<file path="src/design/ascc_pkg.sv">
// shared constants for the serial configuration core
package ascc_pkg;
  // register offsets
  localparam logic [2:0] ADDR_BAUD_HIGH = 3'h0;
  localparam logic [2:0] ADDR_BAUD_LOW = 3'h1;
  localparam logic [2:0] ADDR_CONTROL_ONE = 3'h2;
  localparam logic [2:0] ADDR_CONTROL_TWO = 3'h3;
  localparam logic [2:0] ADDR_STATUS_ONE = 3'h4;
  localparam logic [2:0] ADDR_STATUS_TWO = 3'h5;
  localparam logic [2:0] ADDR_DATA_HIGH = 3'h6;
  localparam logic [2:0] ADDR_DATA_LOW = 3'h7;
  // baud_high fields
  localparam int BIT_INFRARED = 7;
  localparam int BIT_PULSE_HI = 6;
  localparam int BIT_PULSE_LO = 5;
  localparam int BIT_DIV_TOP = 4;
  // control_one fields
  localparam int BIT_LOOPBACK = 7;
  localparam int BIT_DOZE_HALT = 6;
  localparam int BIT_RX_SOURCE = 5;
  localparam int BIT_NINE_BITS = 4;
  localparam int BIT_WAKE_ADDR = 3;
  localparam int BIT_IDLE_ORIGIN = 2;
  localparam int BIT_PARITY_EN = 1;
  localparam int BIT_PARITY_ODD = 0;
  // control_two fields
  localparam int BIT_TX_ENABLE = 3;
  localparam int BIT_RX_ENABLE = 2;
  // data_high fields
  localparam int BIT_RX_NINTH = 7;
  localparam int BIT_TX_NINTH = 6;
  // widths
  localparam int DIV_W = 13;
  localparam int STAT2_W = 5;
  // reset values and the counter step
  localparam logic [7:0] RESET_BYTE = 8'h00;
  localparam logic [12:0] RESET_DIV = 13'h0000;
  localparam logic [12:0] DIV_ONE = 13'h0001;
  // narrow pulse codes and widths in 1/32 of a bit time
  localparam logic [1:0] PULSE_QUARTER = 2'h3;
  localparam logic [1:0] PULSE_THIRTYSECOND = 2'h2;
  localparam logic [1:0] PULSE_SIXTEENTH = 2'h1;
  localparam logic [1:0] PULSE_THREE_SIXTEENTHS = 2'h0;
  localparam logic [3:0] WIDTH_QUARTER = 4'h8;
  localparam logic [3:0] WIDTH_THIRTYSECOND = 4'h1;
  localparam logic [3:0] WIDTH_SIXTEENTH = 4'h2;
  localparam logic [3:0] WIDTH_THREE_SIXTEENTHS = 4'h6;
endpackage : ascc_pkg

</file>
<file path="src/design/ascc_core.sv">
// register front end, baud generator, line routing and parity for the serial core
`timescale 1ns/1ps
// Summary of operation
// - status_one ignores writes, reserved bits read zero.
// - baud_high bit 7 enables the infrared submodule, clear bypasses it.
// - narrow pulse code 11=1/4, 10=1/32, 01=1/16, 00=3/16 bit time.
// - divisor top five bits in baud_high 4:0, low eight in baud_low.
// - infrared off, bit rate is clock over sixteen times full divisor.
// - infrared on, bit rate is clock over thirty-two times divisor 12:1.
// - baud_high write is held until baud_low is written.
// - baud generator stays stopped until tx or rx enable first set.
// - baud generator off while the divisor bits in use are all zero.
// - loopback cuts the receive pin and feeds receiver from transmitter.
// - loopback with source 0 loopback_select inside, source 1 is single wire.
// - doze halt bit stops the module during processor wait mode.
// - nine-bit bit selects nine data bits, clear selects eight.
// - wakeup bit picks idle line or address mark wakeup.
// - idle origin bit starts idle count after start or after stop.
// - parity enabled puts parity in the top data bit and checks it.
// - parity odd select 0 gives even parity, 1 gives odd parity.
// - eight registers decoded at offsets 0 through 7.
// - tx enable hands the transmit pin to the module, rx enable starts rx.
// - halted transfers freeze during wait and resume after; reset aborts.
module ascc_core
  import ascc_pkg::*;
(
  // clock and reset
  input wire logic clock,
  input wire logic reset_n,
  // register port
  input wire logic [2:0] reg_addr,
  input wire logic [7:0] reg_wdata,
  input wire logic reg_write,
  input wire logic reg_read,
  output logic [7:0] reg_rdata,
  // processor power state
  input wire logic cpu_wait,
  // transfer logic side
  input wire logic tx_serial,
  input wire logic [8:0] rx_char,
  input wire logic [7:0] status_one_in,
  output logic [8:0] tx_char,
  output logic tx_data_write,
  output logic rx_data_read,
  output logic sample_tick,
  output logic rx_line,
  output logic tx_parity_bit,
  output logic rx_parity_error,
  output logic module_halted,
  // configuration to the transfer logic
  output logic infrared_enable,
  output logic [3:0] pulse_width_32nds,
  output logic [1:0] narrow_pulse_select,
  output logic loopback_select,
  output logic rx_source_select,
  output logic nine_bit_frame,
  output logic wake_address_mark,
  output logic idle_count_origin,
  output logic parity_enable,
  output logic parity_odd_select,
  output logic tx_enable,
  output logic rx_enable,
  output logic [4:0] status_two_ctrl,
  // serial pins
  input wire logic rxd_in,
  input wire logic txd_in,
  output logic txd_out,
  output logic txd_oe
);

  logic [7:0] high_hold_q, high_hold_d;
  logic [7:0] high_live_q, high_live_d;
  logic [7:0] low_q, low_d;
  logic [7:0] ctrl1_q, ctrl1_d;
  logic [7:0] ctrl2_q, ctrl2_d;
  logic [4:0] stat2_q, stat2_d;
  logic tx_ninth_q, tx_ninth_d;
  logic [7:0] tx_low_q, tx_low_d;
  logic [7:0] rdata_q, rdata_d;
  logic started_q, started_d;
  logic [12:0] cnt_q, cnt_d;
  logic [12:0] divisor;
  logic [12:0] period;
  logic wr_high, wr_low, gen_run;
  logic rxd_meta_q, rxd_sync_q, txd_meta_q, txd_sync_q;

  // register write decode
  assign wr_high = reg_write && (reg_addr == ADDR_BAUD_HIGH);
  assign wr_low = reg_write && (reg_addr == ADDR_BAUD_LOW);

  // register next values; status_one is read only so writes to it vanish
  always_comb begin
    high_hold_d = high_hold_q;
    high_live_d = high_live_q;
    low_d = low_q;
    ctrl1_d = ctrl1_q;
    ctrl2_d = ctrl2_q;
    stat2_d = stat2_q;
    tx_ninth_d = tx_ninth_q;
    tx_low_d = tx_low_q;
    if (wr_high) begin
      high_hold_d = reg_wdata;
    end
    if (wr_low) begin
      low_d = reg_wdata;
      high_live_d = high_hold_q;
    end
    if (reg_write) begin
      unique case (reg_addr)
        ADDR_CONTROL_ONE: ctrl1_d = reg_wdata;
        ADDR_CONTROL_TWO: ctrl2_d = reg_wdata;
        ADDR_STATUS_TWO: stat2_d = reg_wdata[STAT2_W-1:0];
        ADDR_DATA_HIGH: tx_ninth_d = reg_wdata[BIT_TX_NINTH];
        ADDR_DATA_LOW: tx_low_d = reg_wdata;
        default: ctrl1_d = ctrl1_q;
      endcase
    end
  end

  // read mux; the answer is registered so it stands one cycle after the strobe
  always_comb begin
    rdata_d = rdata_q;
    if (reg_read) begin
      unique case (reg_addr)
        ADDR_BAUD_HIGH: rdata_d = high_live_q;
        ADDR_BAUD_LOW: rdata_d = low_q;
        ADDR_CONTROL_ONE: rdata_d = ctrl1_q;
        ADDR_CONTROL_TWO: rdata_d = ctrl2_q;
        ADDR_STATUS_ONE: rdata_d = status_one_in;
        ADDR_STATUS_TWO: rdata_d = {3'h0, stat2_q};
        ADDR_DATA_HIGH: rdata_d = {rx_char[8], tx_ninth_q, 6'h00};
        ADDR_DATA_LOW: rdata_d = rx_char[7:0];
        default: rdata_d = RESET_BYTE;
      endcase
    end
  end

  always_ff @(posedge clock or negedge reset_n) begin
    if (!reset_n) begin
      high_hold_q <= RESET_BYTE;
      high_live_q <= RESET_BYTE;
      low_q <= RESET_BYTE;
      ctrl1_q <= RESET_BYTE;
      ctrl2_q <= RESET_BYTE;
      stat2_q <= RESET_BYTE[STAT2_W-1:0];
      tx_ninth_q <= 1'b0;
      tx_low_q <= RESET_BYTE;
      rdata_q <= RESET_BYTE;
    end else begin
      high_hold_q <= high_hold_d;
      high_live_q <= high_live_d;
      low_q <= low_d;
      ctrl1_q <= ctrl1_d;
      ctrl2_q <= ctrl2_d;
      stat2_q <= stat2_d;
      tx_ninth_q <= tx_ninth_d;
      tx_low_q <= tx_low_d;
      rdata_q <= rdata_d;
    end
  end

  assign reg_rdata = rdata_q;
  assign tx_char = {tx_ninth_q, tx_low_q};
  assign tx_data_write = reg_write && (reg_addr == ADDR_DATA_LOW);
  assign rx_data_read = reg_read && (reg_addr == ADDR_DATA_LOW);

  // configuration fields out of the live registers
  assign infrared_enable = high_live_q[BIT_INFRARED];
  assign narrow_pulse_select = high_live_q[BIT_PULSE_HI:BIT_PULSE_LO];
  assign divisor = {high_live_q[BIT_DIV_TOP:0], low_q};
  assign loopback_select = ctrl1_q[BIT_LOOPBACK];
  assign rx_source_select = ctrl1_q[BIT_RX_SOURCE];
  assign nine_bit_frame = ctrl1_q[BIT_NINE_BITS];
  assign wake_address_mark = ctrl1_q[BIT_WAKE_ADDR];
  assign idle_count_origin = ctrl1_q[BIT_IDLE_ORIGIN];
  assign parity_enable = ctrl1_q[BIT_PARITY_EN];
  assign parity_odd_select = ctrl1_q[BIT_PARITY_ODD];
  assign tx_enable = ctrl2_q[BIT_TX_ENABLE];
  assign rx_enable = ctrl2_q[BIT_RX_ENABLE];
  assign status_two_ctrl = stat2_q;

  // infrared pulse width in 1/32 bit time; the transmitter scales it by period
  always_comb begin
    unique case (narrow_pulse_select)
      PULSE_QUARTER: pulse_width_32nds = WIDTH_QUARTER;
      PULSE_THIRTYSECOND: pulse_width_32nds = WIDTH_THIRTYSECOND;
      PULSE_SIXTEENTH: pulse_width_32nds = WIDTH_SIXTEENTH;
      PULSE_THREE_SIXTEENTHS: pulse_width_32nds = WIDTH_THREE_SIXTEENTHS;
    endcase
  end

  // tick period in clocks for the 16x sample rate; in infrared mode bit 0
  // is dropped and the rest doubled, so clk/(32*div[12:1]) falls out the same
  assign period = infrared_enable ? {divisor[12:1], 1'b0} : divisor;

  // wait mode with doze halt freezes the generator; state is kept for resume
  assign module_halted = ctrl1_q[BIT_DOZE_HALT] && cpu_wait;
  assign gen_run = started_q && (period != RESET_DIV) && !module_halted;

  // baud counter; a divisor commit reloads so the next period is the new one
  always_comb begin
    started_d = started_q || tx_enable || rx_enable;
    cnt_d = cnt_q;
    sample_tick = 1'b0;
    if (wr_low) begin
      // the staged infrared bit decides the new period; the live copy changes this edge
      cnt_d = high_hold_q[BIT_INFRARED] ? {high_hold_q[BIT_DIV_TOP:0], reg_wdata[7:1], 1'b0} :
                                {high_hold_q[BIT_DIV_TOP:0], reg_wdata};
    end else if (gen_run) begin
      if (cnt_q <= DIV_ONE) begin
        sample_tick = 1'b1;
        cnt_d = period;
      end else begin
        cnt_d = cnt_q - DIV_ONE;
      end
    end
  end

  // reset_n is the only way out of wait by reset, so it aborts the count
  always_ff @(posedge clock or negedge reset_n) begin
    if (!reset_n) begin
      started_q <= 1'b0;
      cnt_q <= RESET_DIV;
    end else begin
      started_q <= started_d;
      cnt_q <= cnt_d;
    end
  end

  // pin synchronisers; only the second stage is read
  always_ff @(posedge clock or negedge reset_n) begin
    if (!reset_n) begin
      rxd_meta_q <= 1'b1;
      rxd_sync_q <= 1'b1;
      txd_meta_q <= 1'b1;
      txd_sync_q <= 1'b1;
    end else begin
      rxd_meta_q <= rxd_in;
      rxd_sync_q <= rxd_meta_q;
      txd_meta_q <= txd_in;
      txd_sync_q <= txd_meta_q;
    end
  end

  // receive source; the route follows loopback_select and rx_source_select alone, whatever the enables
  always_comb begin
    if (!loopback_select) begin
      rx_line = rxd_sync_q;
    end else if (rx_source_select) begin
      rx_line = txd_sync_q;
    end else begin
      rx_line = tx_serial;
    end
  end

  // transmit pin is released whenever the transmitter is off; idles high
  assign txd_oe = tx_enable;
  assign txd_out = tx_enable ? tx_serial : 1'b1;

  // parity over the bits below the parity slot: 7 in 8-bit, 8 in 9-bit frames
  logic [8:0] data_mask;
  assign data_mask = nine_bit_frame ? 9'h0ff : 9'h07f;
  assign tx_parity_bit = (^(tx_char & data_mask)) ^ parity_odd_select;
  assign rx_parity_error = parity_enable &&
    ((^(rx_char & {nine_bit_frame, 1'b1, 7'h7f})) != parity_odd_select);

  // helper: clocks since the last tick or reload, checked against period
  logic [12:0] gap_q;
  logic clean_q;
  always_ff @(posedge clock or negedge reset_n) begin
    if (!reset_n) begin
      gap_q <= RESET_DIV;
      clean_q <= 1'b0;
    end else if (sample_tick || wr_low) begin
      gap_q <= DIV_ONE;
      clean_q <= sample_tick;
    end else if (gen_run) begin
      gap_q <= gap_q + DIV_ONE;
    end else begin
      clean_q <= 1'b0;
    end
  end

  // properties watch what this block drives, some of them against the stimulus itself (reg_wdata, tx_serial)
  a_reserved_zero: assert property (@(posedge clock) disable iff (!reset_n)
    reg_read && reg_addr == ADDR_STATUS_TWO |=> reg_rdata[7:STAT2_W] == 3'h0)
    else $error("reserved status bits read nonzero");

  a_data_high_zero: assert property (@(posedge clock) disable iff (!reset_n)
    reg_read && reg_addr == ADDR_DATA_HIGH |=> reg_rdata[5:0] == 6'h00)
    else $error("reserved data high bits read nonzero");

  a_read_latency: assert property (@(posedge clock) disable iff (!reset_n)
    reg_read && reg_addr == ADDR_CONTROL_ONE |=> reg_rdata == $past(ctrl1_q))
    else $error("control one read data not one cycle late");

  a_high_staged: assert property (@(posedge clock) disable iff (!reset_n)
    wr_high && !wr_low |=> $stable(high_live_q))
    else $error("baud high took effect before low write");

  a_divisor_commit: assert property (@(posedge clock) disable iff (!reset_n)
    wr_low |=> divisor == {$past(high_hold_q[4:0]), $past(reg_wdata)})
    else $error("divisor not assembled from hold and low byte");

  a_commit_reload: assert property (@(posedge clock) disable iff (!reset_n)
    wr_low |=> cnt_q == period)
    else $error("baud counter not reloaded with the new period");

  a_gen_stopped: assert property (@(posedge clock) disable iff (!reset_n)
    !started_q |-> !sample_tick)
    else $error("baud tick before first enable");

  a_zero_divisor: assert property (@(posedge clock) disable iff (!reset_n)
    (infrared_enable ? divisor[12:1] == 12'h000 : divisor == RESET_DIV)
    |-> !sample_tick)
    else $error("baud tick with zero divisor");

  a_tick_period: assert property (@(posedge clock) disable iff (!reset_n)
    sample_tick && clean_q && $stable(period) |-> gap_q == period)
    else $error("tick spacing differs from divisor");

  a_halt_freeze: assert property (@(posedge clock) disable iff (!reset_n)
    module_halted && !wr_low |=> $stable(cnt_q) && !$past(sample_tick))
    else $error("baud counter moved in wait mode");

  a_halt_no_tick: assert property (@(posedge clock) disable iff (!reset_n)
    module_halted |-> !sample_tick)
    else $error("baud tick while halted in wait mode");

  a_normal_route: assert property (@(posedge clock) disable iff (!reset_n)
    !loopback_select |-> rx_line == rxd_sync_q)
    else $error("receiver not fed from the receive pin");

  a_loop_route: assert property (@(posedge clock) disable iff (!reset_n)
    loopback_select && !rx_source_select |-> rx_line == tx_serial)
    else $error("internal loop not routed");

  a_single_wire: assert property (@(posedge clock) disable iff (!reset_n)
    loopback_select && rx_source_select |-> rx_line == txd_sync_q)
    else $error("single wire not fed from the transmit pin");

  a_pin_release: assert property (@(posedge clock) disable iff (!reset_n)
    $fell(tx_enable) |-> !txd_oe && txd_out)
    else $error("transmit pin driven while disabled");

  a_pin_idle: assert property (@(posedge clock) disable iff (!reset_n)
    !tx_enable |-> !txd_oe && txd_out)
    else $error("transmit pin not released while disabled");

  a_pulse_quarter: assert property (@(posedge clock) disable iff (!reset_n)
    narrow_pulse_select == 2'h3 |-> pulse_width_32nds == 4'h8)
    else $error("quarter pulse width wrong");

  a_parity_even: assert property (@(posedge clock) disable iff (!reset_n)
    !parity_odd_select && !nine_bit_frame |-> tx_parity_bit == ^tx_char[6:0])
    else $error("even parity bit wrong");

  a_parity_nine: assert property (@(posedge clock) disable iff (!reset_n)
    nine_bit_frame && !parity_odd_select |-> tx_parity_bit == ^tx_char[7:0])
    else $error("nine bit even parity bit wrong");

  a_parity_off: assert property (@(posedge clock) disable iff (!reset_n)
    !parity_enable |-> !rx_parity_error)
    else $error("parity error flagged with parity disabled");

  c_tick: cover property (@(posedge clock) disable iff (!reset_n) sample_tick ##[1:20] sample_tick);
  c_commit: cover property (@(posedge clock) disable iff (!reset_n) wr_high ##[1:5] wr_low);
  c_single_wire: cover property (@(posedge clock) disable iff (!reset_n)
    loopback_select && rx_source_select && tx_enable && rx_enable);
  c_halted: cover property (@(posedge clock) disable iff (!reset_n) gen_run ##1 module_halted);
  c_ir_tick: cover property (@(posedge clock) disable iff (!reset_n) infrared_enable && sample_tick);

endmodule : ascc_core

</file>
<file path="config.mk">
export PLATFORM = sky130hd
export DESIGN_NAME = ascc_core
export DESIGN_NICKNAME = d
export VERILOG_FILES = /design/src/design/ascc_pkg.sv /design/src/design/ascc_core.sv
export SDC_FILE = /design/constraint.sdc
export NUM_CORES = 1
export LEC_CHECK = 0
export BUFFER_PORTS_ARGS = -buffer_cell sky130_fd_sc_hd__buf_2
export CAP_MARGIN = 30
export CORE_UTILIZATION = 50
export DETAILED_ROUTE_END_ITERATION = 7
export PLACE_DENSITY_LB_ADDON = 0.3
export SLEW_MARGIN = 15
export SYNTH_ARGS = -nofsm -noshare
export SYNTH_HDL_FRONTEND = slang
export SYNTH_SLANG_ARGS = --single-unit
</file>
<file path="constraint.sdc">
create_clock -name clock -period 2.5 [get_ports clock]
set_input_delay 0.5 -clock clock [delete_from_list [all_inputs] [get_ports clock]]
set_output_delay 0.5 -clock clock [all_outputs]
set_load 0.01 [all_outputs]
</file>
Yosys cells after proc, flatten, opt, wreduce, memory -nomap -nowiden
Index checks and enable logic that the tools add are counted.
W data, S select, Z words.
{"block": "op_classes", "n_addsub": 1, "order_cmp": 1, "eq_ne": 11, "mux": 14, "bitwise_logic": 3, "n_reduce_logical": 22}
{"op": "$pmux W8 S8", "n": 1}
{"op": "$mux W13", "n": 3}
{"op": "$reduce_xor A9 Y1", "n": 2}
{"op": "$pmux W4 S4", "n": 1}
{"op": "$le A13 B1 Y1 const B", "n": 1}
{"op": "$reduce_bool A13 Y1", "n": 1}
{"op": "$sub A13 B1 Y13 const B", "n": 1}
{"op": "$eq A3 B3 Y1 const B", "n": 4}
{"op": "$reduce_and A2 Y1", "n": 5}
{"op": "$and A9 B8 Y9", "n": 1}
{"op": "$and A9 B9 Y9", "n": 1}
{"op": "$logic_and A1 B1 Y1", "n": 8}
{"op": "$mux W1", "n": 8}
{"op": "$mux W8", "n": 1}
{"op": "$eq A3 B2 Y1 const B", "n": 2}
{"op": "$eq A2 B2 Y1 const B", "n": 2}
{"op": "$eq A3 B1 Y1 const B", "n": 1}
{"op": "$logic_not A3 Y1", "n": 1}
{"op": "$eq A2 B1 Y1 const B", "n": 1}
{"op": "$logic_not A2 Y1", "n": 1}
{"op": "$logic_or A1 B1 Y1", "n": 2}
{"op": "$reduce_bool A2 Y1", "n": 1}
{"op": "$logic_not A1 Y1", "n": 1}
{"op": "$ne A1 B1 Y1", "n": 1}
{"op": "$xor A1 B1 Y1", "n": 1}
{"block": "totals", "register_bits": 80, "out_inout_bits": 47}

Logic depth before layout (Yosys ltp)
Gate-level depths: netlist of run 1.
{"block": "depth", "depth_word": 6, "depth_mapped": 8}

Worst setup path after synthesis of run 1
OpenSTA, ideal clock, no wires.
{"block": "synth_timing", "path_type": "in2out", "startpoint": "input port reg_addr[2]", "endpoint": "output port tx_data_write", "t_arrival_ns": 1.486, "setup_slack_ns": 0.514, "path_stages": 4, "path_cell_list": "buf_2 clkbuf_1 nand4_1 clkinv_1"}
{"block": "synth_between", "elab_chain_cells": 2}
{"item": "start, declared", "line": "ascc_core.sv:31", "rtl": "input wire logic [2:0] reg_addr,"}
{"item": "$eq A3 B3 Y1", "line": "ascc_core.sv:164", "rtl": "assign tx_data_write = reg_write && (reg_addr == ADDR_DATA_LOW);"}
{"item": "$logic_and A1 B1 Y1", "line": "ascc_core.sv:164"}
{"item": "end, declared", "line": "ascc_core.sv:43", "rtl": "output logic tx_data_write,"}
No other way between the ends.

Worst setup path after layout of run 1
{"block": "layout_timing", "startpoint": "register low_q[1]", "endpoint": "output port sample_tick"}
{"block": "layout_between", "elab_chain_cells": 5}
{"item": "start, declared", "line": "ascc_core.sv:73", "rtl": "logic [7:0] low_q, low_d;"}
{"item": "start signal, assigned", "line": "ascc_core.sv:152", "rtl": "low_q <= low_d;"}
{"item": "$reduce_bool A13 Y1", "line": "ascc_core.sv:198", "rtl": "assign gen_run = started_q && (period != RESET_DIV) && !module_halted;"}
{"item": "$logic_and A1 B1 Y1 (2 in a row)", "line": "ascc_core.sv:198"}
{"item": "$mux W1", "line": "ascc_core.sv:209", "rtl": "end else if (gen_run) begin"}
{"item": "$mux W1", "line": "ascc_core.sv:205", "rtl": "if (wr_low) begin"}
{"item": "end, declared", "line": "ascc_core.sv:45", "rtl": "output logic sample_tick,"}
No other way between the ends.

==> flow_results.xml, run 1 <==
<?xml version="1.0" encoding="UTF-8"?>
<metrics>
  <group name="logic_synthesis">
    <metric name="synth.area.top_cells" unit="">dfrtp_1 44%, nand2_1 8.1%, mux2_2 7.6%, xnor2_1 3.1%, a21oi_1 2.9%</metric>
    <metric name="combinational_family_with_the_most_area_after_synthesis" unit="">simple AND/OR/NAND/NOR gates</metric>
    <metric name="fraction_of_the_mapped_netlist_area_in_compound_gates" unit="">0.136</metric>
    <metric name="synthDominantCellAreaShare" unit="">0.442</metric>
    <metric name="post_synth_and_or_nand_nor_area_fraction" unit="">0.193</metric>
    <metric name="postSynth.asyncResetShare" unit="">1.00</metric>
    <metric name="postSynthAreaPerCell" unit="µm²">9.64</metric>
    <metric name="post_synth_mux_area_share" unit="">0.118</metric>
    <metric name="yosys_most_used_dff" unit="">dfrtp_1</metric>
    <metric name="mapped_cells" unit="">446</metric>
    <metric name="synth_warnings" unit="">0</metric>
    <metric name="synth_xor_area_frac" unit="">0.0367</metric>
    <metric name="syn_area" unit="mm²">0.00430</metric>
    <metric name="number_of_enable_flip_flop_cells_after_synthesis" unit="">0</metric>
    <metric name="netlist-cell-type-count" unit="">60</metric>
    <metric name="synth_top_cell_by_area" unit="">dfrtp_1</metric>
    <metric name="ys_ff_latch" unit="">80</metric>
    <metric name="synthAdderAreaFrac" unit="">0.00582</metric>
    <metric name="synth_fp_nets" unit="">484</metric>
    <metric name="seq_area_frac_synth" unit="">0.467</metric>
  </group>
  <group name="cts">
    <metric name="cts.sink_count" unit="">80</metric>
    <metric name="cts_max_level" unit="">3</metric>
    <metric name="clock_latency" unit="ps">370</metric>
    <metric name="cts.root.buffer_cell" unit="">clkbuf_8</metric>
    <metric name="clock_path_buffers" unit="">2</metric>
    <metric name="cts_hold_buf" unit="">0</metric>
    <metric name="cts_inserted_buffers" unit="">9</metric>
    <metric name="tritoncts" unit="">yes</metric>
    <metric name="clk_pin_slew" unit="ps">100</metric>
  </group>
  <group name="worst_setup_path">
    <metric name="worst_path_largest_cell_delay" unit="ps">450</metric>
    <metric name="critical_path.n_buffers_inverters" unit="">1</metric>
    <metric name="setup.worst_path.class" unit="">reg -&gt; out</metric>
    <metric name="worst-endpoint-required" unit="ps">2000</metric>
    <metric name="critPathSlowestCell" unit="">nor4_1</metric>
    <metric name="timing.critical_path.to_type" unit="">primary output</metric>
    <metric name="cp_cell_sequence" unit="">nor4_1 &gt; a41oi_1 &gt; nand2_1 &gt; nor2_1 &gt; buf_2</metric>
    <metric name="cpLargestDelayFamily" unit="">simple AND/OR/NAND/NOR gates</metric>
    <metric name="crit_path_start_kind" unit="">flop</metric>
    <metric name="crit_arrival" unit="ps">1890</metric>
    <metric name="crit_path_max_fanout" unit="">4</metric>
  </group>
  <group name="power">
    <metric name="vdd.ir_drop.worst" unit="mV">0.514</metric>
    <metric name="switching_share" unit="">0.390</metric>
    <metric name="finalPower" unit="µW">4410</metric>
    <metric name="p_int" unit="µW">2690</metric>
    <metric name="seq_power_share" unit="">0.460</metric>
    <metric name="power.clock.fraction" unit="">0.209</metric>
    <metric name="p_comb_frac" unit="">0.331</metric>
    <metric name="p_switching" unit="µW">1720</metric>
    <metric name="leakage" unit="µW">0.00234</metric>
    <metric name="power_density" unit="mW/mm²">880</metric>
  </group>
  <group name="die">
    <metric name="die_width" unit="µm">94.7</metric>
    <metric name="start_util" unit="">0.521</metric>
    <metric name="rows" unit="">33</metric>
    <metric name="core-area" unit="mm²">0.00826</metric>
    <metric name="num_io_pins" unit="">83</metric>
    <metric name="dieArea" unit="mm²">0.00897</metric>
    <metric name="die_h" unit="µm">94.7</metric>
  </group>
  <group name="routing">
    <metric name="wirelength_routed" unit="µm">11400</metric>
    <metric name="routed-via-count" unit="">3639</metric>
    <metric name="drt-wirelength-per-cell" unit="µm">17.8</metric>
    <metric name="drt_first_pass_iters" unit="">5</metric>
    <metric name="ant_nets" unit="">0</metric>
    <metric name="drc" unit="">0</metric>
    <metric name="routed_via_density" unit="">5.71</metric>
    <metric name="drt-initial-drc-count" unit="">343</metric>
  </group>
  <group name="global_route">
    <metric name="globalRouteTotalUtil" unit="">0.279</metric>
    <metric name="globalRoute.totalOverflow" unit="">0</metric>
    <metric name="grt_max_degree" unit="">46</metric>
    <metric name="number_of_antenna_violations_at_the_first_check_in_global_routing" unit="">0</metric>
    <metric name="grt_pass1_wl" unit="µm">18600</metric>
    <metric name="vias_in_the_first_global_route" unit="">3510</metric>
  </group>
  <group name="timing">
    <metric name="whs" unit="ps">79.1</metric>
    <metric name="final.setup_skew" unit="ps">9.07</metric>
    <metric name="finalCriticalPeriod" unit="ps">2390</metric>
    <metric name="maxSlewViolCount" unit="">0</metric>
    <metric name="actual_slew_at_the_worst_max_slew_pin" unit="ps">519</metric>
    <metric name="timing.slew.headroom" unit="">0.652</metric>
    <metric name="timing.final.crit_share" unit="">0.956</metric>
    <metric name="setup_tns" unit="ps">0</metric>
    <metric name="max_freq" unit="GHz">0.418</metric>
    <metric name="timing_hold_violations_final" unit="">0</metric>
    <metric name="finalSetupViolCount" unit="">0</metric>
    <metric name="rsz_0062_raised_after_global_routing" unit="">no</metric>
  </group>
  <group name="placement">
    <metric name="number_of_port_buffers" unit="">82</metric>
    <metric name="dpl.hpwl" unit="µm">8320</metric>
    <metric name="gp_congestion" unit="">0.917</metric>
  </group>
  <group name="cells_and_area">
    <metric name="final_layout_size_suffix_gt1_frac" unit="">0.288</metric>
    <metric name="synthToLayoutAreaGrowth" unit="%">16.4</metric>
    <metric name="antennaDiodeCount" unit="">0</metric>
    <metric name="fill_cell_total_of_the_finished_layout" unit="">734</metric>
    <metric name="final_net_count" unit="">565</metric>
  </group>
  <group name="status">
    <metric name="status" unit="">finished, final reports clean</metric>
  </group>
  <group name="run">
    <metric name="drv.max_cap_violation_count" unit="">0</metric>
  </group>
  <group name="worst_hold_path">
    <metric name="hold_path_class" unit="">in -&gt; async</metric>
  </group>
</metrics>
==> stage by stage <==
step                utilization  cell area [µm²]  worst slack [ps]  instances
floorplan                     -             4300               514        446
global placement          0.582             4800               404        620
detailed placement        0.582             4800               358        620
CTS                       0.604             4990              72.9        636
global route              0.606             5000              39.1        637
finish                    0.606             5000               110        637
==> layout make-up <==
class	count	area (µm²)	area share
clock buffer	9	124	0.0248
tap	105	131	0.0263
sequential	80	2010	0.401
clock inverter	7	65.1	0.0130
multi-input combinational	328	2110	0.421
inverter	14	52.6	0.0105
timing repair buffer	94	515	0.103
==> registers in the layout (all words and copies together) (netlist names) <==
| signal | cells |
|---|---|
| ctrl1_q | 8 |
| ctrl2_q | 8 |
| txd_sync_q | 1 |
| high_hold_q | 8 |
| status_two_ctrl | 5 |
| reg_rdata | 8 |
| high_live_q | 8 |
| cnt_q | 13 |
| started_q | 1 |
| tx_ninth_q | 1 |
| low_q | 8 |
| txd_meta_q | 1 |
| rxd_meta_q | 1 |
| tx_low_q | 8 |
| rxd_sync_q | 1 |
==> repair_timing <==
item / 4_1_cts / 5_1_grt
setup buffers: 0 / 1
hold endpoints to repair: 0 / 0
endpoints found under the setup margin: 0 / 1
gates resized for setup: 0 / 1
==> routing by layer <==
layer / part of all wire / GRT usage / up-vias
met5: 0 / 0 / -
li1: - / - / 1719
met1: 0.44 / 0.393 / 1740
met4: 0.019 / 0.126 / 0
met3: 0.065 / 0.0330 / 17
met2: 0.47 / 0.433 / 163
==> cell usage in the layout (no fill, tap or decap), types with 4 or more instances in the layout <==
cell	count
a21oi_1	25
and2_1	6
buf_2	81
buf_4	12
clkbuf_8	9
dfrtp_1	76
dfstp_2	4
inv_1	12
mux2_2	29
mux2i_1	10
nand2_1	93
nand2b_1	8
nand3_1	10
nor2_1	28
nor2b_1	7
o211ai_1	7
o21ai_0	18
o21ai_1	4
o221ai_1	5
or3_1	4
xnor2_1	15
==> final timing paths <==
path | start | to | slack [ps] | cells past startpoint
max reg2reg | high_live_q[7] | cnt_q[10] | 430 | 5
max in group asynchronous | reset_n | high_hold_q[0] | 1800 | 2
min reg2reg | rxd_meta_q | rxd_sync_q | 360 | 0
min in group clock | txd_in | txd_meta_q | 220 | 1
max | low_q[1] | sample_tick | 110 | 5
min | reset_n | status_two_ctrl[0] | 80 | 1
==> logic make-up after synthesis <==
group,after synthesis
simple gates,174
mux,44
flops,80
fa+ha+maj,2
compound gates,90
xor+xnor,18
buf+inv,38
==> synthesized netlist by cell type, types with 5 or more instances <==
cell type  instances
nand3_1           10
a21oi_1           25
o21ai_0           18
xnor2_1           15
mux2i_1           10
nor2b_1            7
inv_1             12
clkbuf_1           7
nor2_1            28
o211ai_1           7
buf_2             11
nand2_1           93
dfrtp_1           76
and2_1             6
o221ai_1           5
mux2_2            29
nand2b_1           8
==> power groups by stage <==
stage | Sequential (µW) | Combinational [µW] | Clock (µW)
after detailed placement | 2040 | 1450 | 0
final | 2030 | 1460 | 922
after global routing | 2070 | 1630 | 994
after floorplan | 1960 | 998 | 0
after CTS | 2020 | 1450 | 938
after global placement | 2020 | 1420 | 0
Power figures use the tool's default switching activity.
==> run 2: changes to the inputs <==
--- a/config.mk
+++ b/config.mk
@@ -5,9 +5,10 @@
 export SDC_FILE = /design/constraint.sdc
 export NUM_CORES = 1
 export LEC_CHECK = 0
+export ABC_CLOCK_PERIOD_IN_PS = 2500
 export BUFFER_PORTS_ARGS = -buffer_cell sky130_fd_sc_hd__buf_2
 export CAP_MARGIN = 30
-export CORE_UTILIZATION = 50
+export CORE_UTILIZATION = 55
 export DETAILED_ROUTE_END_ITERATION = 7
 export PLACE_DENSITY_LB_ADDON = 0.3
 export SLEW_MARGIN = 15
==> constraint.sdc (replaced) <==
create_clock -name clock -period 2.5 [get_ports clock]
set_input_delay 0.375 -clock clock [delete_from_list [all_inputs] [get_ports clock]]
set_output_delay 0.375 -clock clock [all_outputs]
set_load 0.01 [all_outputs]
==> run 2 against run 1 <==
Register-to-register slack better by 20 ps. Power up 5.4%. Non-clock buffer count up 1. Clock skew up 2.3 ps. Highest routed layer unchanged.
==> flow_results.xml, run 2 (same netlist as run 1, synthesis figures left out) <==
<?xml version="1.0" encoding="UTF-8"?>
<metrics>
  <group name="worst_setup_path">
    <metric name="r2r_end" unit="">cnt_q[5]</metric>
    <metric name="timing.critical_path.to_type" unit="">primary output</metric>
    <metric name="crit_arrival" unit="ps">1920</metric>
    <metric name="rr_startpoint" unit="">cnt_q[1]</metric>
    <metric name="worst_path_largest_cell_delay" unit="ps">510</metric>
    <metric name="critical_path.n_buffers_inverters" unit="">1</metric>
    <metric name="critPathSlowestCell" unit="">nor4_1</metric>
    <metric name="worst-endpoint-required" unit="ps">2120</metric>
    <metric name="setup.worst_path.class" unit="">reg -&gt; out</metric>
    <metric name="crit_path_start_kind" unit="">flop</metric>
    <metric name="r2r_slack" unit="ps">450</metric>
    <metric name="worst-r2r-cell-count" unit="">8</metric>
    <metric name="cp_cell_sequence" unit="">nor4_1 &gt; a41oi_1 &gt; nand2_1 &gt; nor2_1 &gt; buf_2</metric>
    <metric name="cpLargestDelayFamily" unit="">simple AND/OR/NAND/NOR gates</metric>
    <metric name="crit_path_max_fanout" unit="">4</metric>
  </group>
  <group name="die">
    <metric name="start_util" unit="">0.580</metric>
    <metric name="die_h" unit="µm">90.4</metric>
    <metric name="core-area" unit="mm²">0.00741</metric>
    <metric name="die_width" unit="µm">90.4</metric>
    <metric name="dieArea" unit="mm²">0.00817</metric>
    <metric name="num_io_pins" unit="">83</metric>
    <metric name="rows" unit="">31</metric>
  </group>
  <group name="routing">
    <metric name="drt-initial-drc-count" unit="">400</metric>
    <metric name="drt-wirelength-per-cell" unit="µm">18.2</metric>
    <metric name="drt_first_pass_iters" unit="">5</metric>
    <metric name="drc" unit="">0</metric>
    <metric name="wirelength_routed" unit="µm">11500</metric>
    <metric name="routed-via-count" unit="">3767</metric>
    <metric name="routed_via_density" unit="">5.96</metric>
    <metric name="ant_nets" unit="">0</metric>
  </group>
  <group name="cells_and_area">
    <metric name="seqCellArea" unit="mm²">0.00201</metric>
    <metric name="multiInputGateArea" unit="mm²">0.00210</metric>
    <metric name="final_common_cell" unit="">nand2_1</metric>
    <metric name="antennaDiodeCount" unit="">0</metric>
    <metric name="fill_cell_total_of_the_finished_layout" unit="">576</metric>
    <metric name="final_net_count" unit="">566</metric>
    <metric name="synthToLayoutAreaGrowth" unit="%">17.4</metric>
    <metric name="largest_register_ff_count" unit="">13</metric>
    <metric name="highest_count_cells_in_the_layout_ignoring_fill_and_taps" unit="">93 x nand2_1, 81 x buf_2, 76 x dfrtp_1, 29 x mux2_2, 28 x nor2_1</metric>
    <metric name="final_layout_size_suffix_gt1_frac" unit="">0.285</metric>
    <metric name="registers.top_by_ff_count" unit="">cnt_q</metric>
    <metric name="finalNonFillerCells" unit="">632</metric>
    <metric name="final_design_area_no_fill" unit="mm²">0.00505</metric>
  </group>
  <group name="placement">
    <metric name="dpl.hpwl" unit="µm">8250</metric>
    <metric name="place_area" unit="mm²">0.00479</metric>
    <metric name="gp_congestion" unit="">0.937</metric>
    <metric name="placed_cells" unit="">613</metric>
    <metric name="number_of_port_buffers" unit="">82</metric>
  </group>
  <group name="timing">
    <metric name="maxSlewViolCount" unit="">0</metric>
    <metric name="actual_slew_at_the_worst_max_slew_pin" unit="ps">1010</metric>
    <metric name="rsz_0062_raised_after_global_routing" unit="">no</metric>
    <metric name="finalCriticalPeriod" unit="ps">2290</metric>
    <metric name="final.setup_skew" unit="ps">11.3</metric>
    <metric name="timing.slew.headroom" unit="">0.329</metric>
    <metric name="finalSetupViolCount" unit="">0</metric>
    <metric name="whs" unit="ps">91.0</metric>
    <metric name="max_freq" unit="GHz">0.436</metric>
    <metric name="timing_hold_violations_final" unit="">0</metric>
    <metric name="timing.final.crit_share" unit="">0.917</metric>
    <metric name="setup_tns" unit="ps">0</metric>
  </group>
  <group name="run">
    <metric name="drv.max_cap_violation_count" unit="">0</metric>
  </group>
  <group name="global_route">
    <metric name="globalRoute.totalOverflow" unit="">0</metric>
    <metric name="grt_pass1_wl" unit="µm">18700</metric>
    <metric name="grt_max_degree" unit="">76</metric>
    <metric name="globalRouteTotalUtil" unit="">0.294</metric>
    <metric name="vias_in_the_first_global_route" unit="">3562</metric>
    <metric name="number_of_antenna_violations_at_the_first_check_in_global_routing" unit="">0</metric>
  </group>
  <group name="cts">
    <metric name="clock_latency" unit="ps">370</metric>
    <metric name="tritoncts" unit="">yes</metric>
    <metric name="clk_pin_slew" unit="ps">90</metric>
    <metric name="cts_inserted_buffers" unit="">9</metric>
    <metric name="cts.root.buffer_cell" unit="">clkbuf_8</metric>
    <metric name="cts_max_level" unit="">3</metric>
    <metric name="clock_path_buffers" unit="">2</metric>
    <metric name="cts.sink_count" unit="">80</metric>
  </group>
  <group name="power">
    <metric name="p_int" unit="µW">2930</metric>
    <metric name="seq_power_share" unit="">0.438</metric>
    <metric name="vdd.ir_drop.worst" unit="mV">0.548</metric>
    <metric name="p_comb_frac" unit="">0.318</metric>
    <metric name="power_density" unit="mW/mm²">920</metric>
    <metric name="p_switching" unit="µW">1720</metric>
    <metric name="leakage" unit="µW">0.00237</metric>
    <metric name="switching_share" unit="">0.369</metric>
    <metric name="power.clock.fraction" unit="">0.244</metric>
  </group>
  <group name="worst_hold_path">
    <metric name="hold_path_class" unit="">in -&gt; reg</metric>
    <metric name="hold_path_depth" unit="">1</metric>
    <metric name="hold_ep" unit="">txd_meta_q</metric>
    <metric name="hold_path_startpoint" unit="">txd_in</metric>
  </group>
  <group name="status">
    <metric name="status" unit="">finished, final reports clean</metric>
  </group>
</metrics>
[run 2: changes by cell type in the layout (fill, tap and decap cells not counted)]
| cell | change |
|---|---|
| bufinv_16 | +2 |
| clkbuf_8 | +2 |
| clkinv_4 | -3 |
| dlygate4sd3_1 | +1 |
| inv_6 | +1 |
| inv_8 | -2 |
| nor4_1 | +1 |
| nor4_2 | -1 |
[run 2: power groups by stage]
stage	logic (µW)	clock network [µW]	registers [µW]
final	1480	1130	2030
after global routing	1620	1180	2080
after CTS	1470	1130	2020
after detailed placement	1460	0	2040
after global placement	1430	0	2020
after floorplan	998	0	1960
[run 2: metrics by stage]
step,util,total power [µW],worst slack [ps]
after CTS,0.679,4620,115
after detailed placement,0.646,3500,411
after floorplan,-,2960,723
after global placement,0.646,3450,471
after global routing,0.681,4890,26.1
final,0.681,4650,206
[run 2: metal layers]
layer	vias to the layer above	wire, µm	share of wire	GRT usage
met5	-	0	0	0
met3	26	954	0.083	0.0665
met1	1825	4900	0.43	0.402
li1	1725	-	-	-
met2	191	5440	0.47	0.460
met4	0	218	0.019	0.102
[run 2: worst max path at each step]
stage                start     endpoint  slack, ps  cells past startpoint
2_1_floorplan     cnt_q[5]  sample_tick        720                      4
3_3_place_gp   reg_addr[0]     cnt_q[2]        470                      5
3_5_place_dp   reg_addr[2]     cnt_q[2]        410                      5
4_1_cts           cnt_q[5]  sample_tick        110                      4
5_1_grt           low_q[6]  sample_tick         30                      5
6_report          low_q[6]  sample_tick        210                      5
[run 2: repair_timing]
action	4_1_cts	5_1_grt
resized for setup	0	0
buffers inserted	0	2
setup endpoints to repair	0	1
hold buffers	1	0
hold endpoints to repair	5	0
[run 2: worst register-to-register path: cells and delay by family, from the launching register on]
kind                     cells  cell delay [ps]
flip-flops                   1              420
adder cells (fa/ha/maj)      1              180
buffers and inverters        2              250
AO/OA/AOI/OAI                2              380
AND/OR/NAND/NOR              3              740
[run 2: final cells by class]
type,instances,area share
clock buffers,11,0.0300
clock inverters,5,0.0169
inverters,14,0.0104
multi-input cells,328,0.417
flip-flops and latches,80,0.398
well taps,99,0.0245
repair buffers,95,0.104
==> run 3: changes to the inputs <==
--- a/config.mk
+++ b/config.mk
@@ -5,10 +5,11 @@
 export SDC_FILE = /design/constraint.sdc
 export NUM_CORES = 1
 export LEC_CHECK = 0
-export ABC_CLOCK_PERIOD_IN_PS = 2500
+export ABC_CLOCK_PERIOD_IN_PS = 1930
 export BUFFER_PORTS_ARGS = -buffer_cell sky130_fd_sc_hd__buf_2
 export CAP_MARGIN = 30
-export CORE_UTILIZATION = 55
+export CORE_MARGIN = 4
+export CORE_UTILIZATION = 50
 export DETAILED_ROUTE_END_ITERATION = 7
 export PLACE_DENSITY_LB_ADDON = 0.3
 export SLEW_MARGIN = 15
==> constraint.sdc (replaced) <==
create_clock -name clock -period 1.93 [get_ports clock]
set_input_delay 0.2895 -clock clock [delete_from_list [all_inputs] [get_ports clock]]
set_output_delay 0.2895 -clock clock [all_outputs]
set_load 0.01 [all_outputs]
==> run 3 against run 2 <==
Design area increased by 6.0%. Clock power about the same. Sequential power increased by 26%. Clock skew decreased by 2.9 ps. Largest cell class unchanged. Worst setup slack got worse by 200 ps. Sequential share of layout area decreased by 2.1 points. Routed wire length increased by 8.2%. Via count increased by 3.6%. Power increased by 31%. Die area increased by 24%. Critical path depth unchanged.
==> flow_results.xml, run 3 (same netlist as run 1, synthesis figures left out) <==
<?xml version="1.0" encoding="UTF-8"?>
<metrics>
  <group name="worst_setup_path">
    <metric name="crit_arrival" unit="ps">1630</metric>
    <metric name="critPathSlowestCell" unit="">dfrtp_2</metric>
    <metric name="r2r_slack" unit="ps">90</metric>
    <metric name="critical_path.n_buffers_inverters" unit="">1</metric>
    <metric name="crit_path_max_fanout" unit="">2</metric>
    <metric name="crit_path_start_kind" unit="">flop</metric>
    <metric name="timing.critical_path.to_type" unit="">primary output</metric>
    <metric name="cp_cell_sequence" unit="">nor4_4 &gt; a41oi_2 &gt; nand2_1 &gt; nor2_1 &gt; buf_2</metric>
    <metric name="cpLargestDelayFamily" unit="">simple AND/OR/NAND/NOR gates</metric>
    <metric name="worst_path_largest_cell_delay" unit="ps">430</metric>
    <metric name="worst-endpoint-required" unit="ps">1640</metric>
    <metric name="setup.worst_path.class" unit="">reg -&gt; out</metric>
  </group>
  <group name="power">
    <metric name="vdd.ir_drop.worst" unit="mV">0.679</metric>
    <metric name="finalPower" unit="µW">6100</metric>
    <metric name="power_density" unit="mW/mm²">1140</metric>
    <metric name="leakage" unit="µW">0.00252</metric>
  </group>
  <group name="timing">
    <metric name="final.setup_skew" unit="ps">8.41</metric>
    <metric name="maxSlewViolCount" unit="">0</metric>
    <metric name="actual_slew_at_the_worst_max_slew_pin" unit="ps">476</metric>
    <metric name="whs" unit="ps">228</metric>
    <metric name="timing_hold_violations_final" unit="">0</metric>
    <metric name="timing.slew.headroom" unit="">0.682</metric>
    <metric name="rsz_0062_raised_after_global_routing" unit="">yes</metric>
    <metric name="finalCriticalPeriod" unit="ps">1920</metric>
    <metric name="max_freq" unit="GHz">0.521</metric>
    <metric name="timing.final.crit_share" unit="">0.994</metric>
    <metric name="finalSetupViolCount" unit="">0</metric>
  </group>
  <group name="global_route">
    <metric name="globalRoute.totalOverflow" unit="">0</metric>
    <metric name="number_of_antenna_violations_at_the_first_check_in_global_routing" unit="">0</metric>
    <metric name="grt_pass1_wl" unit="µm">20100</metric>
    <metric name="globalRouteTotalUtil" unit="">0.259</metric>
    <metric name="grt_max_degree" unit="">54</metric>
    <metric name="vias_in_the_first_global_route" unit="">3933</metric>
  </group>
  <group name="routing">
    <metric name="wirelength_routed" unit="µm">12500</metric>
    <metric name="ant_nets" unit="">0</metric>
    <metric name="routed-via-count" unit="">3901</metric>
    <metric name="drc" unit="">0</metric>
    <metric name="drt-wirelength-per-cell" unit="µm">18.5</metric>
    <metric name="drt_first_pass_iters" unit="">5</metric>
    <metric name="drt-initial-drc-count" unit="">289</metric>
    <metric name="routed_via_density" unit="">5.81</metric>
  </group>
  <group name="cells_and_area">
    <metric name="final_layout_size_suffix_gt1_frac" unit="">0.347</metric>
    <metric name="antennaDiodeCount" unit="">0</metric>
    <metric name="synthToLayoutAreaGrowth" unit="%">24.4</metric>
    <metric name="final_net_count" unit="">600</metric>
    <metric name="final_common_cell" unit="">nand2_1</metric>
    <metric name="highest_count_cells_in_the_layout_ignoring_fill_and_taps" unit="">93 x nand2_1, 81 x buf_2, 70 x dfrtp_1, 43 x buf_4, 29 x mux2_2</metric>
    <metric name="registers.top_by_ff_count" unit="">cnt_q</metric>
    <metric name="largest_register_ff_count" unit="">13</metric>
  </group>
  <group name="cts">
    <metric name="cts.root.buffer_cell" unit="">clkbuf_8</metric>
    <metric name="clock_path_buffers" unit="">2</metric>
    <metric name="cts.sink_count" unit="">80</metric>
    <metric name="clk_pin_slew" unit="ps">80</metric>
    <metric name="clock_latency" unit="ps">350</metric>
    <metric name="cts_max_level" unit="">3</metric>
    <metric name="tritoncts" unit="">yes</metric>
    <metric name="cts_inserted_buffers" unit="">9</metric>
  </group>
  <group name="placement">
    <metric name="dpl.hpwl" unit="µm">9120</metric>
    <metric name="gp_congestion" unit="">0.899</metric>
    <metric name="number_of_port_buffers" unit="">82</metric>
  </group>
  <group name="die">
    <metric name="die_h" unit="µm">101</metric>
    <metric name="die_width" unit="µm">101</metric>
    <metric name="dieArea" unit="mm²">0.0101</metric>
    <metric name="start_util" unit="">0.518</metric>
    <metric name="core-area" unit="mm²">0.00830</metric>
    <metric name="num_io_pins" unit="">83</metric>
    <metric name="rows" unit="">33</metric>
  </group>
  <group name="status">
    <metric name="status" unit="">finished, final reports clean</metric>
  </group>
  <group name="worst_hold_path">
    <metric name="hold_path_class" unit="">in -&gt; reg</metric>
  </group>
  <group name="run">
    <metric name="drv.max_cap_violation_count" unit="">0</metric>
  </group>
</metrics>
[run 3: cell types whose count changed in the layout (fill, tap and decap cells not counted), moves of 2 or more]
cell / delta
clkinv_4: +2
nor4_4: +3
buf_4: +31
nor4_1: -3
clkbuf_8: -2
dfrtp_2: +6
bufinv_16: -2
dlygate4sd3_1: +2
dfrtp_1: -6
[run 3: per-stage QoR]
step                      utilization  TNS, ps  instances  cell area [µm²]  worst slack [ps]
after floorplan                     -        0        446             4300               213
after global placement          0.606        0        649             5030               133
after detailed placement        0.606        0        649             5030              97.5
after CTS                       0.638        0        668             5290              2.80
after global routing            0.645     -149        672             5350             -58.1
final                           0.645        0        672             5350              10.7
[run 3: path summary, 6_finish.rpt]
kind / startpoint / to / depth (start not counted)
setup / recovery: low_q[2] / sample_tick / 5
hold / removal: reg_wdata[5] / low_q[5] / 3
setup reg to reg: cnt_q[0] / cnt_q[5] / 7
hold reg to reg: txd_meta_q / txd_sync_q / 0
max in group asynchronous: reset_n / low_q[2] / 3
min in group asynchronous: reset_n / reg_rdata[5] / 2
[run 3: final cells by class]
cell class                      count  area [µm²]
Tap cell                          105         131
Fill cell                         716        2950
Sequential cell                    80        2010
Clock inverter                      7        55.1
Clock buffer                        9         124
Timing Repair Buffer              129         798
Multi-Input combinational cell    328        2170
Inverter                           14        52.6
[run 3: power breakdown]
part	switching (µW)	total, µW	leakage (µW)	internal [µW]
Sequential	458	2550	0.000965	2090
Combinational	1220	2400	0.00146	1180
Clock	676	1150	0.0000862	478
Total	2350	6100	0.00252	3750
[run 3: metal layers]
layer,track usage,vias to the layer above,routed length [µm]
met5,0,-,0
met4,0.111,0,456
met3,0.0457,32,1010
met2,0.392,163,5610
met1,0.365,1906,5390
li1,-,1800,-
[run 3: timing repair]
| item | 4_1_cts | 5_1_grt |
|---|---|---|
| setup buffers | 2 | 2 |
| endpoints found under the setup margin | 2 | 5 |
| pin swaps | 1 | 7 |
| gates resized for setup | 10 | 6 |
| hold buffers | 1 | 2 |
| hold endpoints to repair | 23 | 2 |
| gates cloned | 0 | 0 |
[run 3: worst reg2reg max path, cell delays in order, from the launching register on]
cell      delay [ps]
dfrtp_2          460
ha_1             200
o21bai_1         170
nand4_1          100
buf_4            150
nor2_1            40
or4b_1           520
a21oi_2          140
